[config.mk]
export PLATFORM = sky130hd
export DESIGN_NAME = loop_lock_build_out
export DESIGN_NICKNAME = d
export VERILOG_FILES = /design/src/shared/loop_ctrl_pkg.sv /design/src/rtl/loss_combiner.sv /design/src/rtl/loop_lock_build_out.sv
export SDC_FILE = /design/constraint.sdc
export NUM_CORES = 1
export LEC_CHECK = 0
export BUFFER_PORTS_ARGS = -buffer_cell sky130_fd_sc_hd__buf_2
export CAP_MARGIN = 30
export CORE_ASPECT_RATIO = 0.7
export CORE_UTILIZATION = 61
export CTS_CLUSTER_SIZE = 10
export DETAILED_ROUTE_END_ITERATION = 16
export PLACE_DENSITY = 0.89
export SLEW_MARGIN = 20
export SYNTH_ARGS = -nofsm -noshare
export SYNTH_HDL_FRONTEND = slang
export SYNTH_SLANG_ARGS = --single-unit
[constraint.sdc]
create_clock -name core_clk_i -period 7.7 [get_ports core_clk_i]
set_input_delay 1.54 -clock core_clk_i [delete_from_list [all_inputs] [get_ports core_clk_i]]
set_output_delay 1.54 -clock core_clk_i [all_outputs]
set_load 0.05 [all_outputs]
[src/shared/loop_ctrl_pkg.sv]
package loop_ctrl_pkg;

	// Register indices on the serial configuration port.
	localparam logic [7:0] ADDR_NEAREST_CFG = 8'h03;
	localparam logic [7:0] ADDR_BW_MODE = 8'h3B;
	localparam logic [7:0] ADDR_BUILD_OUT_CTRL = 8'h48;
	localparam logic [7:0] ADDR_MONITOR_SEL = 8'h4B;
	localparam logic [7:0] ADDR_LOCKED_BW = 8'h67;
	localparam logic [7:0] ADDR_ACQ_BW = 8'h69;
	localparam logic [7:0] ADDR_DAMPING = 8'h6B;
	localparam logic [7:0] ADDR_PD2_GAIN = 8'h6D;
	localparam logic [7:0] ADDR_ADJUST_LOW = 8'h70;
	localparam logic [7:0] ADDR_ADJUST_HIGH = 8'h71;
	localparam logic [7:0] ADDR_MEAN_OFFSET = 8'h72;
	localparam logic [7:0] ADDR_FINE_LOSS = 8'h73;
	localparam logic [7:0] ADDR_COARSE_LOSS = 8'h74;
	localparam logic [7:0] ADDR_BUILD_OUT_CTRL2 = 8'h76;
	localparam logic [7:0] ADDR_PHASE_LOW = 8'h77;
	localparam logic [7:0] ADDR_PHASE_HIGH = 8'h78;

	// Field positions.
	localparam int BIT_NEAREST_DIS = 6;
	localparam int BIT_AUTO_BW = 7;
	localparam int BIT_INTEGRAL_LIM = 3;
	localparam int BIT_BO_ENABLE = 3;
	localparam int BIT_BO_FREEZE = 2;
	localparam int BIT_MON_SECONDARY = 4;
	localparam int BIT_PD2_EN = 7;
	localparam int BIT_FINE_EN = 7;
	localparam int BIT_FREQ_LIM_EN = 6;
	localparam int BIT_ACTIVITY_EN = 5;
	localparam int BIT_COARSE_EN = 7;
	localparam int BIT_MULTI_CYCLE = 6;
	localparam int BIT_COARSE_IN_LOOP = 5;
	localparam int BIT_ANTI_NOISE = 7;
	localparam int BIT_BO_OFF2 = 4;

	// Reset values.
	localparam logic [7:0] RST_NEAREST_CFG = 8'h00;
	localparam logic [7:0] RST_BW_MODE = 8'h80;
	localparam logic [7:0] RST_BUILD_OUT_CTRL = 8'h08;
	localparam logic [7:0] RST_MONITOR_SEL = 8'h00;
	localparam logic [7:0] RST_LOCKED_BW = 8'h02;
	localparam logic [7:0] RST_ACQ_BW = 8'h02;
	localparam logic [7:0] RST_DAMPING = 8'h03;
	localparam logic [7:0] RST_PD2_GAIN = 8'h00;
	localparam logic [7:0] RST_ZERO = 8'h00;
	localparam logic [7:0] RST_FINE_LOSS = 8'hE2;
	localparam logic [7:0] RST_COARSE_LOSS = 8'h00;

	// Bandwidth codes: 18, 35 and 70 Hz.
	localparam logic [1:0] BW_18HZ = 2'h0;
	localparam logic [1:0] BW_35HZ = 2'h1;
	localparam logic [1:0] BW_70HZ = 2'h2;

	// Coarse range codes 0 to 12 give 1 to 8191 UI.
	localparam logic [3:0] COARSE_CODE_MAX = 4'hC;

	// Mean offset step is 0.101 ns, limited to 1.4 ns either way.
	localparam real MEAN_STEP_NS = 0.101;
	localparam real MEAN_LIMIT_NS = 1.4;
	localparam logic [5:0] MEAN_LIMIT_STEPS = 6'(int'(MEAN_LIMIT_NS / MEAN_STEP_NS - 0.5));

	// Feedback types for the second phase detector gain choice.
	localparam logic [1:0] FB_DIGITAL = 2'h0;
	localparam logic [1:0] FB_ANALOG_HIGH = 2'h1;
	localparam logic [1:0] FB_ANALOG_8K = 2'h2;

	localparam int LOSS_SOURCES = 4;
	localparam int SRC_FINE = 0;
	localparam int SRC_COARSE = 1;
	localparam int SRC_FREQ_LIMIT = 2;
	localparam int SRC_ACTIVITY = 3;

	typedef enum logic [1:0] {
		BO_IDLE,
		BO_MEASURE
	} build_out_state_t;

endpackage

[src/rtl/loss_combiner.sv]
`timescale 1ns/1ps
module loss_combiner #(
	parameter int SOURCES = 4
) (
	input wire logic core_clk_i,
	input wire logic resetn_i,
	input wire logic [SOURCES-1:0] loss_i,
	input wire logic [SOURCES-1:0] enable_i,
	output logic phase_lost_o
);

	logic [SOURCES-1:0] gated;
	logic lost_d;
	logic lost_q;

	genvar g;
	generate
		for (g = 0; g < SOURCES; g++) begin : gen_gate
			assign gated[g] = loss_i[g] & enable_i[g];
		end
	endgenerate

	always_comb begin
		lost_d = |gated;
	end

	always_ff @(posedge core_clk_i) begin
		if (!resetn_i) begin
			lost_q <= 1'b1;
		end else begin
			lost_q <= lost_d;
		end
	end

	assign phase_lost_o = lost_q;

endmodule // loss_combiner

[src/rtl/loop_lock_build_out.sv]
`timescale 1ns/1ps
// Operation
// - Four phase-loss sources: fine, coarse slip, frequency limit, no activity, each with its own enable bit.
// - Lock state picks nearest-edge locking and acquisition or locked bandwidth.
// - Nearest-edge locking follows lock only while multi-cycle detector is off.
// - Coarse loss flags a slip of n cycles set by the range field.
// - Coarse loss limit has its own enable; range 1 to 8191 UI.
// - Fine loss limit has its own enable and a 0 to 7 limit.
// - Losing the selected reference picks the next priority input and starts build-out.
// - Build-out holds over, measures input phase, then adds a compensating offset.
// - Build-out is enabled after reset; software enables, disables or freezes it.
// - While frozen no new build-out event starts; one already measuring still sets the offset, and disabling zeroes it.
// - Enabling build-out while locked starts a build-out event.
// - Disabling build-out while locked returns the offset to zero.
// - Six-bit mean offset is added per event, limited to 1.4 ns.
// - Phase adjustment shifts the feedback clock in 6 ps steps, 200 ns range.
// - Phase adjustment applies only with both build-out control bits clear.
// - A bit chooses automatic bandwidth switching or a fixed locked bandwidth.
// - Locked and acquisition bandwidths are 18, 35 or 70 Hz, each own register.
// - Damping factor is chosen by a three-bit field.
// - Multi-cycle phase detector has its own enable bit.
// - An optional bit holds the integral path at the frequency limit.
// - An optional anti-noise filter for low-frequency inputs has its own bit.
// - Second detector gain is picked by feedback type when enabled, else unused.
// - Measured input phase reads as 16 bits; a bit picks primary or secondary.
module loop_lock_build_out #(
	parameter int INPUTS = 3,
	parameter int SEL_W = 2
) (
	input wire logic core_clk_i,
	input wire logic resetn_i,
	input wire logic [7:0] reg_addr_i,
	input wire logic [7:0] reg_wdata_i,
	input wire logic reg_wr_i,
	input wire logic reg_rd_i,
	output logic [7:0] reg_rdata_o,
	input wire logic [7:0] fine_phase_mag_i,
	input wire logic [13:0] slip_cycles_i,
	input wire logic at_freq_limit_i,
	input wire logic input_active_i,
	input wire logic ref_lost_i,
	input wire logic [INPUTS-1:0] input_avail_i,
	input wire logic meas_valid_i,
	input wire logic [15:0] meas_phase_i,
	input wire logic [15:0] primary_phase_i,
	input wire logic [15:0] secondary_phase_i,
	input wire logic [1:0] fb_type_i,
	output logic phase_lost_o,
	output logic nearest_edge_o,
	output logic [1:0] bandwidth_o,
	output logic [2:0] damping_o,
	output logic multi_cycle_o,
	output logic coarse_in_loop_o,
	output logic integral_limit_o,
	output logic anti_noise_o,
	output logic pd2_enable_o,
	output logic [2:0] pd2_gain_o,
	output logic [SEL_W-1:0] sel_input_o,
	output logic holdover_o,
	output logic [15:0] build_out_offset_o,
	output logic [15:0] feedback_adjust_o
);
	import loop_ctrl_pkg::*;

	logic [7:0] nearest_q, nearest_d;
	logic [7:0] bw_mode_q, bw_mode_d;
	logic [7:0] bo_ctrl_q, bo_ctrl_d;
	logic [7:0] mon_sel_q, mon_sel_d;
	logic [7:0] locked_bw_q, locked_bw_d;
	logic [7:0] acq_bw_q, acq_bw_d;
	logic [7:0] damping_q, damping_d;
	logic [7:0] pd2_q, pd2_d;
	logic [7:0] adj_lo_q, adj_lo_d;
	logic [7:0] adj_hi_q, adj_hi_d;
	logic [7:0] mean_q, mean_d;
	logic [7:0] fine_q, fine_d;
	logic [7:0] coarse_q, coarse_d;
	logic [7:0] bo_ctrl2_q, bo_ctrl2_d;
	logic [7:0] rdata_q, rdata_d;
	logic [LOSS_SOURCES-1:0] loss_src;
	logic [LOSS_SOURCES-1:0] loss_en;
	logic lost;
	logic [3:0] coarse_code;
	logic [13:0] coarse_limit;
	logic [15:0] status_phase;
	logic wr_bo;
	logic enable_rise;
	logic disable_fall;
	logic event_req;
	logic [5:0] mean_mag;
	logic [15:0] mean_ext;
	build_out_state_t bo_state_q, bo_state_d;
	logic [SEL_W-1:0] sel_q, sel_d;
	logic [15:0] offset_q, offset_d;
	logic [15:0] adjust_q, adjust_d;
	logic holdover_q, holdover_d;
	logic nearest_out_q, nearest_out_d;
	logic [1:0] bw_q, bw_d;
	logic [2:0] pd2_gain_q, pd2_gain_d;

	// Loss sources and their enables.
	always_comb begin
		coarse_code = (coarse_q[3:0] > COARSE_CODE_MAX) ? COARSE_CODE_MAX : coarse_q[3:0];
		coarse_limit = 14'((15'h0002 << coarse_code) - 15'h0001);
		loss_src[SRC_FINE] = fine_phase_mag_i > {5'h00, fine_q[2:0]};
		loss_src[SRC_COARSE] = slip_cycles_i >= coarse_limit;
		loss_src[SRC_FREQ_LIMIT] = at_freq_limit_i;
		loss_src[SRC_ACTIVITY] = !input_active_i;
		loss_en[SRC_FINE] = fine_q[BIT_FINE_EN];
		loss_en[SRC_COARSE] = coarse_q[BIT_COARSE_EN];
		loss_en[SRC_FREQ_LIMIT] = fine_q[BIT_FREQ_LIM_EN];
		loss_en[SRC_ACTIVITY] = fine_q[BIT_ACTIVITY_EN];
	end

	loss_combiner #(
		.SOURCES(LOSS_SOURCES)
	) u_loss (
		.core_clk_i(core_clk_i),
		.resetn_i(resetn_i),
		.loss_i(loss_src),
		.enable_i(loss_en),
		.phase_lost_o(lost)
	);

	// Register writes and reads.
	always_comb begin
		nearest_d = nearest_q;
		bw_mode_d = bw_mode_q;
		bo_ctrl_d = bo_ctrl_q;
		mon_sel_d = mon_sel_q;
		locked_bw_d = locked_bw_q;
		acq_bw_d = acq_bw_q;
		damping_d = damping_q;
		pd2_d = pd2_q;
		adj_lo_d = adj_lo_q;
		adj_hi_d = adj_hi_q;
		mean_d = mean_q;
		fine_d = fine_q;
		coarse_d = coarse_q;
		bo_ctrl2_d = bo_ctrl2_q;
		if (reg_wr_i) begin
			unique case (reg_addr_i)
				ADDR_NEAREST_CFG: nearest_d = reg_wdata_i;
				ADDR_BW_MODE: bw_mode_d = reg_wdata_i;
				ADDR_BUILD_OUT_CTRL: bo_ctrl_d = reg_wdata_i;
				ADDR_MONITOR_SEL: mon_sel_d = reg_wdata_i;
				ADDR_LOCKED_BW: locked_bw_d = reg_wdata_i;
				ADDR_ACQ_BW: acq_bw_d = reg_wdata_i;
				ADDR_DAMPING: damping_d = reg_wdata_i;
				ADDR_PD2_GAIN: pd2_d = reg_wdata_i;
				ADDR_ADJUST_LOW: adj_lo_d = reg_wdata_i;
				ADDR_ADJUST_HIGH: adj_hi_d = reg_wdata_i;
				ADDR_MEAN_OFFSET: mean_d = reg_wdata_i;
				ADDR_FINE_LOSS: fine_d = reg_wdata_i;
				ADDR_COARSE_LOSS: coarse_d = reg_wdata_i;
				ADDR_BUILD_OUT_CTRL2: bo_ctrl2_d = reg_wdata_i;
				default: begin
				end
			endcase
		end
		status_phase = mon_sel_q[BIT_MON_SECONDARY] ? secondary_phase_i : primary_phase_i;
		rdata_d = rdata_q;
		if (reg_rd_i) begin
			unique case (reg_addr_i)
				ADDR_NEAREST_CFG: rdata_d = nearest_q;
				ADDR_BW_MODE: rdata_d = bw_mode_q;
				ADDR_BUILD_OUT_CTRL: rdata_d = bo_ctrl_q;
				ADDR_MONITOR_SEL: rdata_d = mon_sel_q;
				ADDR_LOCKED_BW: rdata_d = locked_bw_q;
				ADDR_ACQ_BW: rdata_d = acq_bw_q;
				ADDR_DAMPING: rdata_d = damping_q;
				ADDR_PD2_GAIN: rdata_d = pd2_q;
				ADDR_ADJUST_LOW: rdata_d = adj_lo_q;
				ADDR_ADJUST_HIGH: rdata_d = adj_hi_q;
				ADDR_MEAN_OFFSET: rdata_d = mean_q;
				ADDR_FINE_LOSS: rdata_d = fine_q;
				ADDR_COARSE_LOSS: rdata_d = coarse_q;
				ADDR_BUILD_OUT_CTRL2: rdata_d = bo_ctrl2_q;
				ADDR_PHASE_LOW: rdata_d = status_phase[7:0];
				ADDR_PHASE_HIGH: rdata_d = status_phase[15:8];
				default: rdata_d = RST_ZERO;
			endcase
		end
	end

	always_ff @(posedge core_clk_i) begin
		if (!resetn_i) begin
			nearest_q <= RST_NEAREST_CFG;
			bw_mode_q <= RST_BW_MODE;
			bo_ctrl_q <= RST_BUILD_OUT_CTRL;
			mon_sel_q <= RST_MONITOR_SEL;
			locked_bw_q <= RST_LOCKED_BW;
			acq_bw_q <= RST_ACQ_BW;
			damping_q <= RST_DAMPING;
			pd2_q <= RST_PD2_GAIN;
			adj_lo_q <= RST_ZERO;
			adj_hi_q <= RST_ZERO;
			mean_q <= RST_ZERO;
			fine_q <= RST_FINE_LOSS;
			coarse_q <= RST_COARSE_LOSS;
			bo_ctrl2_q <= RST_ZERO;
			rdata_q <= RST_ZERO;
		end else begin
			nearest_q <= nearest_d;
			bw_mode_q <= bw_mode_d;
			bo_ctrl_q <= bo_ctrl_d;
			mon_sel_q <= mon_sel_d;
			locked_bw_q <= locked_bw_d;
			acq_bw_q <= acq_bw_d;
			damping_q <= damping_d;
			pd2_q <= pd2_d;
			adj_lo_q <= adj_lo_d;
			adj_hi_q <= adj_hi_d;
			mean_q <= mean_d;
			fine_q <= fine_d;
			coarse_q <= coarse_d;
			bo_ctrl2_q <= bo_ctrl2_d;
			rdata_q <= rdata_d;
		end
	end

	// Build-out sequencing, input selection and phase outputs.
	always_comb begin
		wr_bo = reg_wr_i && (reg_addr_i == ADDR_BUILD_OUT_CTRL);
		enable_rise = wr_bo && reg_wdata_i[BIT_BO_ENABLE] && !bo_ctrl_q[BIT_BO_ENABLE];
		disable_fall = wr_bo && !reg_wdata_i[BIT_BO_ENABLE] && bo_ctrl_q[BIT_BO_ENABLE];
		mean_mag = mean_q[5] ? 6'(-mean_q[5:0]) : mean_q[5:0];
		if (mean_mag > MEAN_LIMIT_STEPS) begin
			mean_mag = MEAN_LIMIT_STEPS;
		end
		mean_ext = mean_q[5] ? 16'(-{10'h000, mean_mag}) : {10'h000, mean_mag};
		sel_d = sel_q;
		if (ref_lost_i) begin
			for (int i = INPUTS - 1; i >= 0; i--) begin
				if (input_avail_i[i] && (SEL_W'(i) != sel_q)) begin
					sel_d = SEL_W'(i);
				end
			end
		end
		event_req = (ref_lost_i && bo_ctrl_q[BIT_BO_ENABLE])
			|| (enable_rise && !lost);
		bo_state_d = bo_state_q;
		offset_d = offset_q;
		holdover_d = holdover_q;
		unique case (bo_state_q)
			BO_IDLE: begin
				if (event_req && !bo_ctrl_q[BIT_BO_FREEZE]) begin
					bo_state_d = BO_MEASURE;
					holdover_d = 1'b1;
				end
			end
			BO_MEASURE: begin
				if (meas_valid_i) begin
					bo_state_d = BO_IDLE;
					holdover_d = 1'b0;
					offset_d = 16'(meas_phase_i + mean_ext);
				end
			end
			default: begin
				bo_state_d = BO_IDLE;
				holdover_d = 1'b0;
			end
		endcase
		if (disable_fall) begin
			bo_state_d = BO_IDLE;
			holdover_d = 1'b0;
			offset_d = 16'h0000;
		end
		adjust_d = (!bo_ctrl_q[BIT_BO_FREEZE] && !bo_ctrl2_q[BIT_BO_OFF2])
			? {adj_hi_q, adj_lo_q} : 16'h0000;
		nearest_out_d = !lost && !coarse_q[BIT_MULTI_CYCLE]
			&& !nearest_q[BIT_NEAREST_DIS];
		if (bw_mode_q[BIT_AUTO_BW] && lost) begin
			bw_d = acq_bw_q[1:0];
		end else begin
			bw_d = locked_bw_q[1:0];
		end
		unique case (fb_type_i)
			FB_ANALOG_HIGH: pd2_gain_d = pd2_q[6:4];
			FB_ANALOG_8K: pd2_gain_d = damping_q[2:0];
			default: pd2_gain_d = pd2_q[2:0];
		endcase
		if (!pd2_q[BIT_PD2_EN]) begin
			pd2_gain_d = 3'h0;
		end
	end

	always_ff @(posedge core_clk_i) begin
		if (!resetn_i) begin
			bo_state_q <= BO_IDLE;
			sel_q <= '0;
			offset_q <= 16'h0000;
			adjust_q <= 16'h0000;
			holdover_q <= 1'b0;
			nearest_out_q <= 1'b0;
			bw_q <= BW_70HZ;
			pd2_gain_q <= 3'h0;
		end else begin
			bo_state_q <= bo_state_d;
			sel_q <= sel_d;
			offset_q <= offset_d;
			adjust_q <= adjust_d;
			holdover_q <= holdover_d;
			nearest_out_q <= nearest_out_d;
			bw_q <= bw_d;
			pd2_gain_q <= pd2_gain_d;
		end
	end

	// The lost flag already leaves a flop; config bits leave their registers.
	assign reg_rdata_o = rdata_q;
	assign phase_lost_o = lost;
	assign nearest_edge_o = nearest_out_q;
	assign bandwidth_o = bw_q;
	assign damping_o = damping_q[2:0];
	assign multi_cycle_o = coarse_q[BIT_MULTI_CYCLE];
	assign coarse_in_loop_o = coarse_q[BIT_COARSE_IN_LOOP];
	assign integral_limit_o = bw_mode_q[BIT_INTEGRAL_LIM];
	assign anti_noise_o = bo_ctrl2_q[BIT_ANTI_NOISE];
	assign pd2_enable_o = pd2_q[BIT_PD2_EN];
	assign pd2_gain_o = pd2_gain_q;
	assign sel_input_o = sel_q;
	assign holdover_o = holdover_q;
	assign build_out_offset_o = offset_q;
	assign feedback_adjust_o = adjust_q;

endmodule // loop_lock_build_out

==> out/qor.txt <==
=================================================================================
Setup violators final                                                           0
Clock slew seen by the registers of the worst setup and hold paths        0.07 ns
Start of the worst register-to-register path                            mean_q[0]
Row cnt                                                                        37
Post-route fraction of the period consumed by the critical path             0.555
Clock latency on the worst-skew pair                                      0.44 ns
Max-slew violation count                                                        0
Library cell used as clock root buffer                               sky130_fd_sc_hd__clkbuf_16
Minimum setup slack among reg-to-reg paths                                3.43 ns
Layout cells sized above 1                                                  0.186
TritonCTS Sinks                                                               162
Relative slew slack                                                         0.335
Arrival time reported for the critical path endpoint                      4.60 ns
Initial antenna violation count                                                 0
Worst Hold Launch                                                    reg_rdata_o[6]
Destination of the worst register-to-register timing path            build_out_offset_o[14]
Overall die area                                                        15500 µm²
Static Leakage                                                            4.27 nW
Post-synthesis to final-layout area growth                                  14.2%
Height of the chip                                                         105 µm
Worst hold margin                                                        0.453 ns
DRC viols                                                                       0
Max-cap violation count                                                         0
Total number of H-tree levels                                                   4
Number of distinct library cells after synthesis                               75
Final routed wire length divided by cell count                            19.8 µm
Total detailed-routing wirelength                                         27.6 mm
Via-to-Cell Ratio                                                            6.38
Avg Cell Area, Syn                                                       8.47 µm²
Synth warnings                                                                  0
Final Hold Violating Endpoints                                                  0
Ant diodes                                                                      0
Quantity of hold-fixing buffers added after cts                                 0
Pin count of the biggest net entering global routing                          103
Fin crit period                                                           4.27 ns
Max Fclk                                                                  234 MHz
Kind of end point of the critical path                                       flop
Setup clock skew after layout                                           0.0104 ns
Register bit count reported by yosys                                          162
Dominant synthesized flop cell                                       sky130_fd_sc_hd__dfxtp_1
Design Area, Final                                                      10500 µm²
Critical Path Source Type                                                    flop
Crit Path Max Fanout                                                           10
Dpl hpwl                                                                  19.6 mm
Remaining antenna violation count after routing                                 0
Post-synth design cell area                                              9160 µm²
Starting density of the core                                                0.624
Placed cell areas                                                        9850 µm²
Vias in the first global route                                               8096
Hold Path Class                                                      flop to flop
Destination of the worst hold path                                   reg_rdata_o[6]
Max clock buf depth                                                             2
Worst Path Required                                                       8.03 ns
Count of cells resized by post-cts repair                                       0
Horizontal die dimension                                                   148 µm
Cells on Worst Hold Path                                                        2
Global-route usage over all layers                                          0.362
Top-level port count                                                          157
Final TNS setup                                                              0 ns
TritonCTS buffer count                                                         17
Via Count                                                                    8887
PD cells                                                               184 nW/µm²
Placeable core region                                                   14700 µm²
Setup repair after global routing missed its margin                         false
Cell count of the worst reg-to-reg path                                        18
Quantity of I/O buffers inserted on ports                                     156
Type of the worst setup path                                         flop to flop
Gr ovfl total                                                                   0
RePlAce Congestion                                                          0.959
TritonCTS clock tree                                                          yes
Final #Nets                                                                  1322
DR pass1 iterations                                                             8
Fill cell instance count of the final layout                                 1150
Count of flip-flops with a built-in enable after synthesis                      0
Async set or reset register ratio after synthesis                               0
Post-CTS setup repair buffer count                                              0
Measured slew at the worst slew-check pin                                0.997 ns
Wire length of the first global-routing pass                              43.3 mm
DRC violation total after the first TritonRoute iteration                    1208
Proportion of synthesized chip area in sequential cells                     0.354
Synthesized instance count                                                   1082
Status                                                               complete, no violations
Worst vdd ir                                                               137 µV
=================================================================================
cells in the final DEF (no fill, tap or decap), drive strengths merged, types with 37 or more instances in the layout:
cell / count
nor2: 46
mux2i: 77
nand3: 72
nor2b: 67
nand2: 148
a21boi: 51
ha: 37
a21oi: 42
buf: 162
dfxtp: 162
o21ai: 41
synthesized netlist by cell type (11+ instances only):
master / n / area [µm²]
sky130_fd_sc_hd__dfxtp_1: 162 / 3240
sky130_fd_sc_hd__nand2_1: 148 / 556
sky130_fd_sc_hd__mux2i_1: 77 / 771
sky130_fd_sc_hd__nand3_1: 69 / 345
sky130_fd_sc_hd__nor2b_1: 67 / 419
sky130_fd_sc_hd__a21boi_0: 50 / 375
sky130_fd_sc_hd__nor2_1: 44 / 165
sky130_fd_sc_hd__a21oi_1: 42 / 210
sky130_fd_sc_hd__clkbuf_1: 41 / 154
sky130_fd_sc_hd__ha_1: 37 / 463
sky130_fd_sc_hd__o21ai_0: 34 / 170
sky130_fd_sc_hd__a22oi_1: 32 / 240
sky130_fd_sc_hd__and2_1: 22 / 138
sky130_fd_sc_hd__buf_2: 22 / 110
sky130_fd_sc_hd__inv_1: 17 / 63.8
sky130_fd_sc_hd__nor3_1: 15 / 75.1
sky130_fd_sc_hd__o22ai_1: 14 / 87.6
sky130_fd_sc_hd__and3_1: 12 / 75.1
sky130_fd_sc_hd__a31oi_1: 11 / 68.8
sky130_fd_sc_hd__o211ai_1: 11 / 82.6
worst max path at each step:
stage,start,to
2_1_floorplan,mean_q[0],build_out_offset_o[7]
3_3_place_gp,mean_q[5],build_out_offset_o[7]
3_5_place_dp,mean_q[0],build_out_offset_o[14]
4_1_cts,mean_q[0],build_out_offset_o[14]
5_1_grt,mean_q[5],build_out_offset_o[7]
6_report,mean_q[0],build_out_offset_o[14]
routing by layer:
metal | GRT usage | part of all wire | vias up
met3 | 0.118 | 0.12 | 109
li1 | - | - | 4085
met4 | 0.155 | 0.037 | 0
met5 | 0 | 0 | -
met1 | 0.504 | 0.43 | 4137
met2 | 0.507 | 0.41 | 556
cells by family after synthesis:
logic type      share of synthesized area
xor+xnor                           0.0134
flops                               0.354
other cells                      0.000409
buf+inv                            0.0503
simple gates                        0.234
mux                                0.0940
fa+ha+maj                          0.0527
compound gates                      0.201
cell type report:
class                   instances  area (µm²)  share of cell area
clock buffers                  17         425              0.0407
clock inverters                15         194              0.0185
inverters                      17        63.8             0.00610
multi-input cells             825        5460               0.522
flip-flops and latches        162        3240               0.310
well taps                     195         244              0.0233
repair buffers                162         833              0.0796
critical path, stage by stage (launching register included):
cell and delay, ns:
sky130_fd_sc_hd__dfxtp_1 0.48, sky130_fd_sc_hd__inv_1 0.11, sky130_fd_sc_hd__ha_1 0.33, sky130_fd_sc_hd__o211ai_1 0.15, sky130_fd_sc_hd__a21oi_1 0.10, sky130_fd_sc_hd__o2bb2ai_1 0.43
sky130_fd_sc_hd__a21o_1 0.14, sky130_fd_sc_hd__ha_1 0.30, sky130_fd_sc_hd__nor2b_1 0.08, sky130_fd_sc_hd__a31oi_1 0.16, sky130_fd_sc_hd__o21ai_0 0.11, sky130_fd_sc_hd__a211oi_1 0.25
sky130_fd_sc_hd__ha_1 0.31, sky130_fd_sc_hd__a21o_1 0.25, sky130_fd_sc_hd__a22oi_1 0.18, sky130_fd_sc_hd__o2bb2ai_1 0.16, sky130_fd_sc_hd__o31ai_1 0.34, sky130_fd_sc_hd__mux2i_1 0.23
sky130_fd_sc_hd__nand2_1 0.06
power by group:
group	internal, mW	total [mW]	switching [mW]
Combinational	0.0617	0.180	0.118
Sequential	0.844	0.847	0.00389
Clock	0.520	0.900	0.380
state kept, by name (all words and copies together) (netlist names):
name                 cells
bandwidth_o              2
adj_lo_q                 8
pd2_gain_o               3
coarse_q                 8
pd2_q                    8
feedback_adjust_o       16
nearest_edge_o           1
locked_bw_q              8
adj_hi_q                 8
u_loss.phase_lost_o      1
sel_input_o              2
build_out_offset_o      16
mean_q                   8
reg_rdata_o              8
bo_ctrl2_q               8
damping_q                8
mon_sel_q                8
bo_ctrl_q                8
fine_q                   8
nearest_q                8
bw_mode_q                8
holdover_o               1
acq_bw_q                 8
through the flow:
step / setup slack (ns) / utilization / power (mW) / std cells
2_1_floorplan: 3.91 / - / 0.976 / 1083
3_3_place_gp: 3.71 / 0.670 / 1.04 / 1360
3_5_place_dp: 3.56 / 0.671 / 1.04 / 1361
4_1_cts: 3.55 / 0.713 / 1.92 / 1393
5_1_grt: 3.05 / 0.713 / 1.98 / 1393
6_report: 3.43 / 0.713 / 1.93 / 1393
(Power assumes the default switching activity.)
